[config.mk]
export PLATFORM = sky130hd
export DESIGN_NAME = eil_top
export DESIGN_NICKNAME = d
export VERILOG_FILES = /design/src/rtl/eil_pkg.sv /design/src/rtl/eil_top.sv
export SDC_FILE = /design/constraint.sdc
export NUM_CORES = 1
export LEC_CHECK = 0
export ABC_CLOCK_PERIOD_IN_PS = 9300
export BUFFER_PORTS_ARGS = -buffer_cell sky130_fd_sc_hd__buf_4
export CAP_MARGIN = 0
export CELL_PAD_IN_SITES_DETAIL_PLACEMENT = 1
export CELL_PAD_IN_SITES_GLOBAL_PLACEMENT = 1
export CORE_MARGIN = 3
export CORE_UTILIZATION = 25
export CTS_BUF_LIST = sky130_fd_sc_hd__clkbuf_8
export CTS_CLUSTER_SIZE = 14
export DETAILED_ROUTE_END_ITERATION = 10
export PLACE_DENSITY = 0.66
export SLEW_MARGIN = 20
export SYNTH_ARGS = -nofsm -noshare
export SYNTH_HDL_FRONTEND = slang
export SYNTH_SLANG_ARGS = --single-unit
[constraint.sdc]
create_clock -name aclk -period 9.3 [get_ports aclk]
set_input_delay 0.465 -clock aclk [delete_from_list [all_inputs] [get_ports aclk]]
set_output_delay 0.465 -clock aclk [all_outputs]
set_load 0.05 [all_outputs]
[src/rtl/eil_pkg.sv]
// constants and carrier types for the external interrupt edge latch
package eil_pkg;

  // pins, sources and bus sizes
  localparam int NPIN   = 4;
  localparam int NPER   = 4;
  localparam int NSRC   = 6;
  localparam int ADDR_W = 5;

  // register byte offsets
  localparam logic [ADDR_W-1:0] ADDR_CFG   = 5'h00;
  localparam logic [ADDR_W-1:0] ADDR_PRI   = 5'h04;
  localparam logic [ADDR_W-1:0] ADDR_STATE = 5'h08;
  localparam logic [ADDR_W-1:0] ADDR_ISTAT = 5'h0c;
  localparam logic [ADDR_W-1:0] ADDR_IMASK = 5'h10;

  // field positions
  localparam int CFG_EN_LSB    = 0;
  localparam int CFG_RISE_LSB  = 4;
  localparam int PRI_FLD_W     = 2;
  localparam int ST_LATCH_LSB  = 0;
  localparam int ST_VALID_BIT  = 2;
  localparam int ST_ID_LSB     = 3;
  localparam int ST_LVL_LSB    = 6;
  localparam int IS_SET_LSB    = 0;
  localparam int IS_OVR_LSB    = 2;

  // values after reset
  localparam logic [7:0]  CFG_RST   = 8'h00;
  localparam logic [11:0] PRI_RST   = 12'h000;
  localparam logic [3:0]  IMASK_RST = 4'h0;

  // pin i feeds external interrupt 1 when its bit is set, else 0
  localparam logic [NPIN-1:0] PIN_TO_EXT1 = 4'ha;

  // source indices: lower index wins among equal priorities
  localparam logic [2:0] SRC_EXT1 = 3'h0;
  localparam logic [2:0] SRC_EXT0 = 3'h1;
  localparam logic [2:0] SRC_PER0 = 3'h2;

  // bus answers
  localparam logic [1:0] RESP_OKAY   = 2'h0;
  localparam logic [1:0] RESP_SLVERR = 2'h2;

  // enable bits and rising-edge selects, one per pin
  typedef struct packed {
    logic [NPIN-1:0] rise;
    logic [NPIN-1:0] en;
  } eil_cfg_t;

  // request presented to the processor core
  typedef struct packed {
    logic       valid;
    logic [2:0] id;
    logic [1:0] lvl;
  } eil_cpu_req_t;

endpackage

[src/rtl/eil_top.sv]
// external interrupt edge latches, priority arbiter and register slave
//
// The register addresses and the AXI4-Lite interface to the registers were decided locally.
`timescale 1ns/1ps

module eil_top
  import eil_pkg::*;
(
  input  wire logic              aclk,
  input  wire logic              aresetn,
  input  wire logic [ADDR_W-1:0] s_axi_awaddr,
  input  wire logic              s_axi_awvalid,
  output logic                   s_axi_awready,
  input  wire logic [31:0]       s_axi_wdata,
  input  wire logic [3:0]        s_axi_wstrb,
  input  wire logic              s_axi_wvalid,
  output logic                   s_axi_wready,
  output logic [1:0]             s_axi_bresp,
  output logic                   s_axi_bvalid,
  input  wire logic              s_axi_bready,
  input  wire logic [ADDR_W-1:0] s_axi_araddr,
  input  wire logic              s_axi_arvalid,
  output logic                   s_axi_arready,
  output logic [31:0]            s_axi_rdata,
  output logic [1:0]             s_axi_rresp,
  output logic                   s_axi_rvalid,
  input  wire logic              s_axi_rready,
  input  wire logic [NPIN-1:0]   ext_pin,
  input  wire logic [NPER-1:0]   per_req,
  input  wire logic [1:0]        cpu_pri,
  input  wire logic              cpu_ack,
  output eil_cpu_req_t           cpu_req,
  output logic [NPER-1:0]        per_ack,
  output logic                   irq
);

  eil_cfg_t          cfg_q;
  logic [11:0]       pri_q;
  logic [3:0]        istat_q;
  logic [3:0]        imask_q;
  logic [NPIN-1:0]   sync0_q;
  logic [NPIN-1:0]   sync1_q;
  logic [NPIN-1:0]   prev_q;
  logic [NPIN-1:0]   hit;
  logic [1:0]        ext_set;
  logic [1:0]        ext_clr;
  logic [1:0]        ext_q;
  logic [NSRC-1:0]   pend;
  logic              found;
  logic [2:0]        best_id;
  logic [1:0]        best_lvl;
  eil_cpu_req_t      req_q;
  logic [NPER-1:0]   per_ack_q;
  logic              take;
  logic [3:0]        ev;
  logic              irq_q;
  logic              awready_q;
  logic              wready_q;
  logic [ADDR_W-1:0] awaddr_q;
  logic [31:0]       wdata_q;
  logic [3:0]        wstrb_q;
  logic              bvalid_q;
  logic [1:0]        bresp_q;
  logic              do_wr;
  logic [31:0]       wmask;
  logic [31:0]       wbits;
  logic              wr_cfg;
  logic              wr_pri;
  logic              wr_istat;
  logic              wr_imask;
  logic              wr_hit;
  logic              arready_q;
  logic              rvalid_q;
  logic [31:0]       rdata_q;
  logic [1:0]        rresp_q;
  logic [31:0]       rd_word;
  logic              rd_hit;

  // two flops bring the pins into the clock domain; the third stage
  // keeps the previous settled level so the detector never sees sync0
  always_ff @(posedge aclk) begin
    if (!aresetn) begin
      sync0_q <= '0;
      sync1_q <= '0;
      prev_q  <= '0;
    end else begin
      sync0_q <= ext_pin;
      sync1_q <= sync0_q;
      prev_q  <= sync1_q;
    end
  end

  // one detector per pin, each with its own edge select
  genvar gp;
  generate
    for (gp = 0; gp < NPIN; gp++) begin : g_edge
      always_comb begin
        if (cfg_q.rise[gp]) begin
          hit[gp] = cfg_q.en[gp] & sync1_q[gp] & ~prev_q[gp];
        end else begin
          hit[gp] = cfg_q.en[gp] & ~sync1_q[gp] & prev_q[gp];
        end
      end
    end
  endgenerate

  // pins fold onto two request lines by a fixed map
  assign ext_set[0] = |(hit & ~PIN_TO_EXT1);
  assign ext_set[1] = |(hit & PIN_TO_EXT1);

  // the core takes exactly the request held in req_q, so the clear is
  // decoded from that frozen id; a different source being serviced or
  // a new request arriving can never steer the clear elsewhere
  assign take       = cpu_ack & req_q.valid;
  assign ext_clr[0] = take & (req_q.id == SRC_EXT0);
  assign ext_clr[1] = take & (req_q.id == SRC_EXT1);

  // each latch has its own set and clear; a fresh edge in the cycle
  // of the clear wins, so no edge is lost
  always_ff @(posedge aclk) begin
    if (!aresetn) begin
      ext_q <= '0;
    end else begin
      for (int k = 0; k < 2; k++) begin
        if (ext_set[k]) begin
          ext_q[k] <= 1'b1;
        end else if (ext_clr[k]) begin
          ext_q[k] <= 1'b0;
        end
      end
    end
  end

  // ext 1 at index 0, ext 0 at index 1, peripherals above
  assign pend = {per_req, ext_q[0], ext_q[1]};

  // scan downward with >= so the lowest index wins a tie; level 0
  // means the source is disabled
  always_comb begin
    logic [1:0] lvl;
    lvl      = 2'h0;
    found    = 1'b0;
    best_id  = SRC_EXT1;
    best_lvl = 2'h0;
    for (int i = NSRC - 1; i >= 0; i--) begin
      lvl = pri_q[i*PRI_FLD_W +: PRI_FLD_W];
      if (pend[i] && lvl != 2'h0 && lvl >= best_lvl) begin
        found    = 1'b1;
        best_id  = 3'(i);
        best_lvl = lvl;
      end
    end
  end

  // a request is frozen while presented so the later clear targets
  // the right source; the price is that a higher request arriving
  // meanwhile waits for this one to be taken
  always_ff @(posedge aclk) begin
    if (!aresetn) begin
      req_q <= '0;
    end else if (!req_q.valid) begin
      if (found && best_lvl > cpu_pri) begin
        req_q.valid <= 1'b1;
        req_q.id    <= best_id;
        req_q.lvl   <= best_lvl;
      end
    end else if (take) begin
      req_q.valid <= 1'b0;
    end
  end

  // peripherals learn of their service by a one-cycle pulse
  always_ff @(posedge aclk) begin
    if (!aresetn) begin
      per_ack_q <= '0;
    end else begin
      for (int p = 0; p < NPER; p++) begin
        per_ack_q[p] <= take && (req_q.id == SRC_PER0 + 3'(p));
      end
    end
  end

  // events: each latch set, and an edge landing on a full latch
  assign ev[IS_SET_LSB +: 2] = ext_set;
  assign ev[IS_OVR_LSB +: 2] = ext_set & ext_q & ~ext_clr;

  // sticky bits, write one to clear; a new event beats the clear
  always_ff @(posedge aclk) begin
    if (!aresetn) begin
      istat_q <= '0;
    end else if (wr_istat) begin
      istat_q <= (istat_q & ~wbits[3:0]) | ev;
    end else begin
      istat_q <= istat_q | ev;
    end
  end

  // level interrupt, one cycle behind the status bits
  always_ff @(posedge aclk) begin
    if (!aresetn) begin
      irq_q <= 1'b0;
    end else begin
      irq_q <= |(istat_q & imask_q);
    end
  end

  // address and data are taken independently, in either order
  assign do_wr = !awready_q && !wready_q && !bvalid_q;

  always_ff @(posedge aclk) begin
    if (!aresetn) begin
      awready_q <= 1'b1;
      awaddr_q  <= '0;
    end else if (awready_q && s_axi_awvalid) begin
      awready_q <= 1'b0;
      awaddr_q  <= s_axi_awaddr;
    end else if (do_wr) begin
      awready_q <= 1'b1;
    end
  end

  always_ff @(posedge aclk) begin
    if (!aresetn) begin
      wready_q <= 1'b1;
      wdata_q  <= '0;
      wstrb_q  <= '0;
    end else if (wready_q && s_axi_wvalid) begin
      wready_q <= 1'b0;
      wdata_q  <= s_axi_wdata;
      wstrb_q  <= s_axi_wstrb;
    end else if (do_wr) begin
      wready_q <= 1'b1;
    end
  end

  // byte enables become a bit mask; unselected lanes keep old bits
  always_comb begin
    for (int b = 0; b < 4; b++) begin
      wmask[b*8 +: 8] = {8{wstrb_q[b]}};
    end
    wbits = wdata_q & wmask;
  end

  // decode on the word address; low two bits are ignored
  always_comb begin
    logic [ADDR_W-1:0] wa;
    wa       = {awaddr_q[ADDR_W-1:2], 2'b00};
    wr_cfg   = do_wr && (wa == ADDR_CFG);
    wr_pri   = do_wr && (wa == ADDR_PRI);
    wr_istat = do_wr && (wa == ADDR_ISTAT);
    wr_imask = do_wr && (wa == ADDR_IMASK);
    wr_hit   = wr_cfg || wr_pri || wr_istat || wr_imask ||
               (wa == ADDR_STATE);
  end

  // write answer: unmapped offsets get an error, state is read-only
  always_ff @(posedge aclk) begin
    if (!aresetn) begin
      bvalid_q <= 1'b0;
      bresp_q  <= RESP_OKAY;
    end else if (do_wr) begin
      bvalid_q <= 1'b1;
      bresp_q  <= wr_hit ? RESP_OKAY : RESP_SLVERR;
    end else if (s_axi_bready) begin
      bvalid_q <= 1'b0;
    end
  end

  // edge enables and polarities
  always_ff @(posedge aclk) begin
    if (!aresetn) begin
      cfg_q <= CFG_RST;
    end else if (wr_cfg) begin
      cfg_q <= (cfg_q & ~wmask[7:0]) | wbits[7:0];
    end
  end

  // two bits of priority per source, ext 1 in the lowest field
  always_ff @(posedge aclk) begin
    if (!aresetn) begin
      pri_q <= PRI_RST;
    end else if (wr_pri) begin
      pri_q <= (pri_q & ~wmask[11:0]) | wbits[11:0];
    end
  end

  always_ff @(posedge aclk) begin
    if (!aresetn) begin
      imask_q <= IMASK_RST;
    end else if (wr_imask) begin
      imask_q <= (imask_q & ~wmask[3:0]) | wbits[3:0];
    end
  end

  always_comb begin
    logic [ADDR_W-1:0] ra;
    ra      = {s_axi_araddr[ADDR_W-1:2], 2'b00};
    rd_word = '0;
    rd_hit  = 1'b1;
    case (ra)
      ADDR_CFG:   rd_word[7:0]  = cfg_q;
      ADDR_PRI:   rd_word[11:0] = pri_q;
      ADDR_STATE: begin
        rd_word[ST_LATCH_LSB +: 2] = ext_q;
        rd_word[ST_VALID_BIT]      = req_q.valid;
        rd_word[ST_ID_LSB +: 3]    = req_q.id;
        rd_word[ST_LVL_LSB +: 2]   = req_q.lvl;
      end
      ADDR_ISTAT: rd_word[3:0]  = istat_q;
      ADDR_IMASK: rd_word[3:0]  = imask_q;
      default:    rd_hit        = 1'b0;
    endcase
  end

  // one read at a time; data is captured when the address is taken
  always_ff @(posedge aclk) begin
    if (!aresetn) begin
      arready_q <= 1'b1;
      rvalid_q  <= 1'b0;
      rdata_q   <= '0;
      rresp_q   <= RESP_OKAY;
    end else if (arready_q && s_axi_arvalid) begin
      arready_q <= 1'b0;
      rvalid_q  <= 1'b1;
      rdata_q   <= rd_word;
      rresp_q   <= rd_hit ? RESP_OKAY : RESP_SLVERR;
    end else if (rvalid_q && s_axi_rready) begin
      arready_q <= 1'b1;
      rvalid_q  <= 1'b0;
    end
  end

  // all outputs come straight from flops
  assign s_axi_awready = awready_q;
  assign s_axi_wready  = wready_q;
  assign s_axi_bvalid  = bvalid_q;
  assign s_axi_bresp   = bresp_q;
  assign s_axi_arready = arready_q;
  assign s_axi_rvalid  = rvalid_q;
  assign s_axi_rdata   = rdata_q;
  assign s_axi_rresp   = rresp_q;
  assign cpu_req       = req_q;
  assign per_ack       = per_ack_q;
  assign irq           = irq_q;

endmodule

Yosys cells after proc, flatten, opt, wreduce, memory -nomap -nowiden --
Index checks and enable logic that the tools add are counted.
Cells by class: order comparisons 7, eq/ne operators 13, div/mod/pow operators 0, reduce and logical (&&, ||, !) cells 54, bitwise gates (word level) 46, mux-type cells 45, shifts and indexed selects 0, multiply operators 0, add/sub/neg operators 0
Operators with widths (number):
- logical AND 1 bit | 27
- two-way mux 1 bit | 26
- bitwise AND 12 bit | 2
- nonzero test 2 bit | 12
- case mux 4 bit (5 select lines) | 1
- bitwise AND 1 bit | 19
- equality test 3 x 2 -> 1 bit, second input constant | 6
- two-way mux 3 bit | 6
- two-way mux 2 bit | 8
- bitwise AND 4 bit | 3
- equality test 3 bit, second input constant | 4
- NOT 12 bit | 1
- bitwise OR 12 bit | 1
- bitwise OR 4 bit | 3
- case mux 4 bit (3 select lines) | 1
- >= comparator 2 bit | 5
- equality test 3 x 1 -> 1 bit, second input constant | 3
- zero test 3 bit | 3
- NOT 1 bit | 9
- bitwise AND 8 bit | 1
- two-way mux 4 bit | 2
- NOT 4 bit | 2
- NOT 8 bit | 1
- bitwise OR 8 bit | 1
- other kinds (11) | 18
Word-level totals: RAM bits 0, bits in read-only memories 0, flip-flop bits (word level) 93, input bits 64, word-level logic and storage cells 191, memories 0, latch bits 0

Logic depth before layout (Yosys ltp) --
Gate-level depths: netlist of run 1.
depth in word-level cells 23, gate-level depth with buffers 33, mapped depth without buffers 33

Worst setup path before layout of run 1 --
Ideal clock, no wire load.
kind input-to-reg, from input per_req[3], to register req_q, in the netlist cpu_req[0], required time 9.174 ns, cell stages on the path 33, slack 2.574 ns, buffers on the path 0, arrival 6.600 ns, path through and2_1 -> ha_1 -> or3b_4 -> nand3_1 -> a32o_1 -> ha_1 -> nand2b_1 -> nor2_1 -> o41ai_1 -> a32oi_1 -> inv_1 -> ha_1 -> nor2b_1 -> maj3_1 -> o22ai_1 -> ha_1 -> nand2b_1 -> and2_1 -> a31o_2 -> o21ai_2 -> mux2_4 -> ha_1 -> nand2b_1 -> a21oi_1 -> nor2b_1 -> and2_1 -> o21ai_0 -> ha_1 -> nor2b_1 -> o21ai_0 -> a41oi_2 -> o21ai_0 -> a21oi_1
On the way: longest elaborated chain between the ends 21, elaborated cells between the ends (all ways) 27, classes of those cells order compare: 6; mux: 12; reduce/logical: 9
RTL lines:
- start, declared | line eil_top.sv:29 | input wire logic [NPER-1:0] per_req,
- logical AND 1 bit (*) (2 in series) | line eil_top.sv:147 | if (pend[i] && lvl != 2'h0 && lvl >= best_lvl) begin
- two-way mux 2 bit (*) | line eil_top.sv:147
- >= comparator 2 bit | line eil_top.sv:147
- logical AND 1 bit | line eil_top.sv:147
- two-way mux 2 bit (*) | line eil_top.sv:147
- >= comparator 2 bit | line eil_top.sv:147
- logical AND 1 bit | line eil_top.sv:147
- two-way mux 2 bit (*) | line eil_top.sv:147
- [5 not listed]
- two-way mux 2 bit (*) | line eil_top.sv:147
- >= comparator 2 bit | line eil_top.sv:147
- logical AND 1 bit | line eil_top.sv:147
- two-way mux 2 bit (*) | line eil_top.sv:147
- net best_lvl[1] | line eil_top.sv:51 | logic [1:0] best_lvl;
- greater-than comparator 2 bit (*) | line eil_top.sv:162 | if (found && best_lvl > cpu_pri) begin
- logical AND 1 bit (*) | line eil_top.sv:162
- AND reduction 2 bit (no source line) (*)
- end, declared | line eil_top.sv:52 | eil_cpu_req_t req_q;
Mark *: on every way through the listed nets, which the timed path passes. The rest lies on a longest branch. A chain may end at the register's enable or synchronous reset.

==> results of run 1 <==
-- power by group through the flow --
stage	sequential [mW]	clock, mW	combinational, mW
after floorplan	0.411	0	0.0529
after global placement	0.406	0	0.0758
after detailed placement	0.406	0	0.0772
after CTS	0.397	0.335	0.0775
after global routing	0.399	0.353	0.0835
final	0.397	0.326	0.0765
-- layout by cell type, fill, tap and decap left out, types with 3 or more instances in the layout --
master / Yosys / final
a211oi_1: 3 / 3
a21boi_0: 10 / 10
a21oi_1: 32 / 32
a22oi_1: 11 / 11
and2_1: 18 / 18
buf_4: 22 / 67
bufinv_16: 0 / 3
clkbuf_8: 0 / 10
conb_1: 1 / 22
dfxtp_1: 89 / 89
ha_1: 9 / 9
inv_1: 10 / 11
mux2i_1: 37 / 37
nand2_1: 73 / 73
nand2b_1: 9 / 9
nand3_1: 13 / 13
nand4_1: 5 / 5
nor2_1: 54 / 54
nor2b_1: 10 / 10
nor3_1: 4 / 4
o21a_1: 3 / 3
o21ai_0: 16 / 16
o22ai_1: 5 / 5
-- worst paths after layout --
check	cells past startpoint	startpoint	endpoint	slack, ps
setup / recovery	33	register	cpu_req[1]	1600
hold / removal	2	ext_pin[1]	sync0_q[1]	300
setup reg to reg	33	register	cpu_req[1]	1600
hold reg to reg	1	sync0_q[0]	sync1_q[0]	440
-- cells in the mapped netlist (3+ instances only) --
library cell,n
dfxtp_1,89
nand2_1,73
nor2_1,54
mux2i_1,37
a21oi_1,32
buf_4,22
and2_1,18
o21ai_0,16
clkbuf_1,15
nand3_1,13
a22oi_1,11
a21boi_0,10
inv_1,10
nor2b_1,10
ha_1,9
nand2b_1,9
nand4_1,5
o22ai_1,5
nor3_1,4
a211oi_1,3
o21a_1,3
-- layer usage --
metal / GRT usage / vias to the layer above / part of all wire / wire [um]
met4: 0.0610 / 0 / 0.026 / 309
met2: 0.224 / 69 / 0.48 / 5640
met5: 0 / - / 0 / 0
met3: 0.0287 / 25 / 0.039 / 456
li1: - / 1747 / - / -
met1: 0.159 / 1709 / 0.45 / 5300
-- logic make-up after synthesis --
group | Yosys count | share of synthesized area
simple gates | 201 | 0.229
compound gates | 98 | 0.155
buf+inv | 50 | 0.0650
other cells | 1 | 0.000902
mux | 38 | 0.0927
flops | 89 | 0.429
fa+ha+maj | 10 | 0.0295
-- area by class of cell --
cell class / count / area share
clock buffer: 10 / 0.0274
tap: 216 / 0.0538
sequential: 89 / 0.355
clock inverter: 6 / 0.0212
timing repair buffer: 67 / 0.100
multi-input combinational: 369 / 0.435
inverter: 11 / 0.00822
-- worst reg2reg max path, delay by kind of cell (launching register included) --
kind                     cells  cell delay, ps
AND/OR/NAND/NOR             12            1970
multiplexers                 2             560
flip-flops                   1             480
AO/OA/AOI/OAI               10            2320
adder cells (fa/ha/maj)      7            2050
buffers and inverters        2             170
==> summary.txt, run 1 <==
Timing
  – Period Utilization, post-route: 0.828
  – Fin Setup TNS: 0 ps
  – Worst slew pin tran: 982 ps
  – Setup ws final: 1600 ps
  – Post-route minimum period: 7700 ps
  – Relative slew slack: 0.345
  – RSZ-0062 raised after global routing: no
  – Hold Fails Final Rpt: 0
  – Finish-stage setup viols: 0
  – Pins over their slew limit: 0
  – FMAX: 0.130 GHz
  – Min Hold Slack: 298 ps
  – Clock Skew: 9.21 ps

Pwr
  – Sequential share of power: 0.496
  – Leak: 2.13 nW
  – Power Density: 159 nW/um^2
  – Net Switching: 0.203 mW
  – Comb pwr share: 0.096
  – Switching portion of total power: 0.254
  – Worst IR Drop VDD: 0.0560 mV
  – Clock power frac: 0.408
  – P_int: 0.596 mW
  – Total power: 0.800 mW

Synthesis
  – Synth Flop Type: dfxtp_1
  – Area leader, netlist: dfxtp_1
  – Count of different cell masters after synthesis: 51
  – Share of the synthesized area in the top cell type: 0.429
  – FFs w/ async S/R, synth: 0
  – Part of the Yosys area used for sequential elements: 0.429
  – FF+latch count, synth: 89
  – Synth Instances: 487
  – Synthesized area: 4160 sq um
  – Most area-consuming cells after synthesis: dfxtp_1 43%, mux2i_1 8.9%, nand2_1 6.6%
  – Avg Inst Size Synth: 8.54 sq um
  – Yosys Warn Count: 0
  – Post-synth EDFFs: 0

Die
  – # rows: 46
  – Die Width: 135 um
  – Die Span Y: 135 um
  – Core Area: 16,100 sq um
  – Io pins: 116
  – Die ar.: 18,200 sq um
  – Starting density of the core: 0.259

CTS
  – CTS sink count: 89
  – Post-CTS Resized: 0
  – Number of post-CTS setup repair buffers: 0
  – Maximum clock path buffer count: 2
  – Register clock-pin slew on the reported worst setup and hold paths: 90 ps
  – Post-CTS Hold Buffers: 0
  – TritonCTS Buffers: 9
  – Worst-Skew Late Latency: 380 ps
  – H-tree levels: 3
  – CTS tree: yes
  – Clock Root Buffer: clkbuf_8

Place
  – Placed cell areas: 4780 sq um
  – Pre-CTS setup slack: 1420 ps
  – DP Cell Count: 752
  – Gpl congestion: 0.825
  – Number of port buffers: 67
  – DPL Wire Length: 9000 um

Worst setup path
  – Largest stage delay, worst path: 550 ps
  – Buffers and inverters on the worst path: 2
  – CP Max Fanout: 7
  – CP Data Required Time: 9530 ps
  – CP top delay family: compound AO/OA/AOI/OAI gates
  – Most used cell, CP: ha_1
  – CP Launch Type: register
  – Critical path arrival: 7930 ps
  – Crit Path Class: register to register
  – Crit-path slowest cell: o21ai_0
  – Critical path endpoint category: register

Global routing
  – Largest net degree at the start of global routing: 56
  – Vias in the first global route: 3,709
  – Antenna violations before repair: 0
  – First-pass GRT wire length: 19,000 um
  – Final global-route overflow total: 0
  – Tot GR Track Use: 0.132

Layout
  – Final net count: 620
  – Share of layout cells above drive strength 1: 0.170
  – Final Instance Area: 5020 sq um
  – Fillers: 1,894
  – Area of the multi-input gates: 2180 sq um
  – Final Core Density: 0.313
  – Finished Layout Cells: 768
  – Register area: 1780 sq um
  – Synth-to-layout area growth: 20.9%
  – Ant. Diodes: 0

Route
  – Routed vias/inst: 4.62
  – Post-route ant nets: 0
  – Avg WL per Cell: 15.2 um
  – Initial DRT Pass Iterations: 4
  – Initial DRC Count: 104
  – DR vias: 3,550
  – Final WL: 11,700 um
  – Post-route DRC: 0

Status
  – Status: finished clean

Worst hold path
  – Tightest Hold Check Type: input port to register

Run
  – Max-cap violation count: 0
No activity file was read; power rests on OpenSTA's default activity.
==> inputs of run 2 (changes only) <==
Settings changed: ABC_CLOCK_PERIOD_IN_PS 9300 to 7650.
Clock period 9.3 ns to 7.65 ns, I/O delays scaled along.
==> run 2 against run 1 <==
Against the previous run:
- global-route usage barely moved
- sequential cell count unchanged
- fmax up 7.6%
- non-clock buffer count increased by 1
- count of clock-buffer cells in the layout is 1 lower
- final cell count grew 0.13%
==> summary.txt, run 2 (synthesis results as in run 1) <==
Status
  – Status: finished clean

Timing
  – Clock Skew: 6.98 ps
  – Worst slew pin tran: 978 ps
  – Post-route minimum period: 7160 ps
  – RSZ-0062 raised after global routing: no
  – FMAX: 0.140 GHz
  – Fin Setup TNS: 0 ps
  – Period Utilization, post-route: 0.936
  – Min Hold Slack: 217 ps
  – Hold Fails Final Rpt: 0
  – Relative slew slack: 0.347
  – Finish-stage setup viols: 0
  – Pins over their slew limit: 0
  – Setup ws final: 489 ps

Layout
  – Area of the multi-input gates: 2210 sq um
  – Fillers: 1,929
  – Synth-to-layout area growth: 20.5%
  – Share of layout cells above drive strength 1: 0.177
  – Final net count: 621
  – Most common cell after layout, fill and taps aside: dfxtp_1
  – Final Instance Area: 5010 sq um
  – Ant. Diodes: 0
  – Register area: 1780 sq um
  – Most frequent cells in the layout: 88 x dfxtp_1, 73 x nand2_1, 68 x buf_4, 54 x nor2_1, 37 x mux2i_1

Die
  – Die Span Y: 135 um
  – Starting density of the core: 0.259
  – Die ar.: 18,200 sq um
  – # rows: 46
  – Io pins: 116
  – Core Area: 16,100 sq um
  – Die Width: 135 um

Route
  – Initial DRT Pass Iterations: 4
  – Initial DRC Count: 172
  – Post-route DRC: 0
  – DR WL met2: 5650 um
  – Avg WL per Cell: 15.1 um
  – Routed met1 length: 5090 um
  – Routed vias/inst: 4.60
  – Highest Signal Layer: met4
  – Final WL: 11,600 um
  – DR vias: 3,538
  – Routed length on met3: 525 um
  – Post-route ant nets: 0

Global routing
  – First-pass GRT wire length: 18,800 um
  – Largest net degree at the start of global routing: 56
  – Vias in the first global route: 3,752
  – Tot GR Track Use: 0.131
  – Final global-route overflow total: 0
  – Antenna violations before repair: 0

Worst setup path
  – R2R cell count: 33
  – CP Max Fanout: 6
  – CP Launch Type: register
  – CP Data Required Time: 7880 ps
  – Crit-path slowest cell: or3b_4
  – Worst reg2reg path endpoint: cpu_req[1]
  – Most used cell, CP: ha_1
  – Largest stage delay, worst path: 430 ps
  – FF-to-FF setup slack: 490 ps
  – CP top delay family: compound AO/OA/AOI/OAI gates
  – Crit Path Class: register to register
  – Critical path arrival: 7390 ps
  – Critical path depth: 33
  – Buffers and inverters on the worst path: 2
  – Critical path endpoint category: register

Place
  – DPL Wire Length: 8950 um
  – Placed cell areas: 4790 sq um
  – Gpl congestion: 0.846
  – Pre-CTS setup slack: 132 ps
  – Number of port buffers: 67

CTS
  – TritonCTS Buffers: 9
  – CTS tree: yes
  – CTS sink count: 89
  – H-tree levels: 3
  – Worst-Skew Late Latency: 370 ps
  – Maximum clock path buffer count: 2
  – Clock Root Buffer: clkbuf_8
  – Register clock-pin slew on the reported worst setup and hold paths: 90 ps

Worst hold path
  – Cells on Worst Hold Path: 2
  – Hold Crit Start: ext_pin[0]
  – Hold EP: sync0_q[0]
  – Tightest Hold Check Type: input port to register

Pwr
  – Worst IR Drop VDD: 0.0691 mV
  – Total power: 0.906 mW
  – Power Density: 181 nW/um^2
  – Leak: 2.11 nW

Run
  – Max-cap violation count: 0
## run 2: changes by cell type in the layout (fill, tap and decap cells not counted), sizes merged
cell / delta
clkbuf: -1
inv: +1
clkinv: +1
bufinv: -2
buf: +1
clkinvlp: +1
## run 2: timing repair
item	in CTS	in global routing
hold buffers	0	0
endpoints found under the hold margin	0	0
setup buffers	0	0
gates resized for setup	0	6
setup endpoints to repair	0	4
## run 2: layer usage
layer	up-vias	GRT usage
met5	-	0
met4	0	0.0633
met3	27	0.0279
met2	77	0.227
met1	1678	0.155
li1	1756	-
## run 2: metrics by stage
stage          utilization  cells
6_report             0.312    769
5_1_grt              0.312    769
4_1_cts              0.310    769
3_5_place_dp         0.298    753
3_3_place_gp         0.298    753
2_1_floorplan            -    508
## run 2: worst max path at each step
stage | from | endpoint | slack (ps)
global route | register | cpu_req[1] | 2
floorplan | per_req[3] | cpu_req[0] | 1010
global placement | per_req[3] | cpu_req[1] | 410
CTS | register | cpu_req[1] | 200
detailed placement | per_req[3] | cpu_req[1] | 130
finish | register | cpu_req[1] | 490
## run 2: power breakdown
group	internal (mW)	switching, mW	leakage [nW]	total [mW]
registers	0.474	0.00887	0.723	0.482
clock network	0.151	0.179	0.0970	0.330
logic	0.0276	0.0657	1.28	0.0934
total	0.652	0.254	2.11	0.906
## run 2: cell type report
type / count / area share
multi-input cells: 369 / 0.441
flip-flops and latches: 89 / 0.356
repair buffers: 68 / 0.102
well taps: 216 / 0.0539
clock buffers: 9 / 0.0247
clock inverters: 7 / 0.0142
inverters: 11 / 0.00824
## run 2: worst register-to-register path, delay by kind of cell, from the launching register on
kind	cells	cell delay, ps
adder cells (fa/ha/maj)	7	1990
AND/OR/NAND/NOR	11	1820
flip-flops	1	400
multiplexers	2	560
buffers and inverters	2	240
AO/OA/AOI/OAI	11	2000
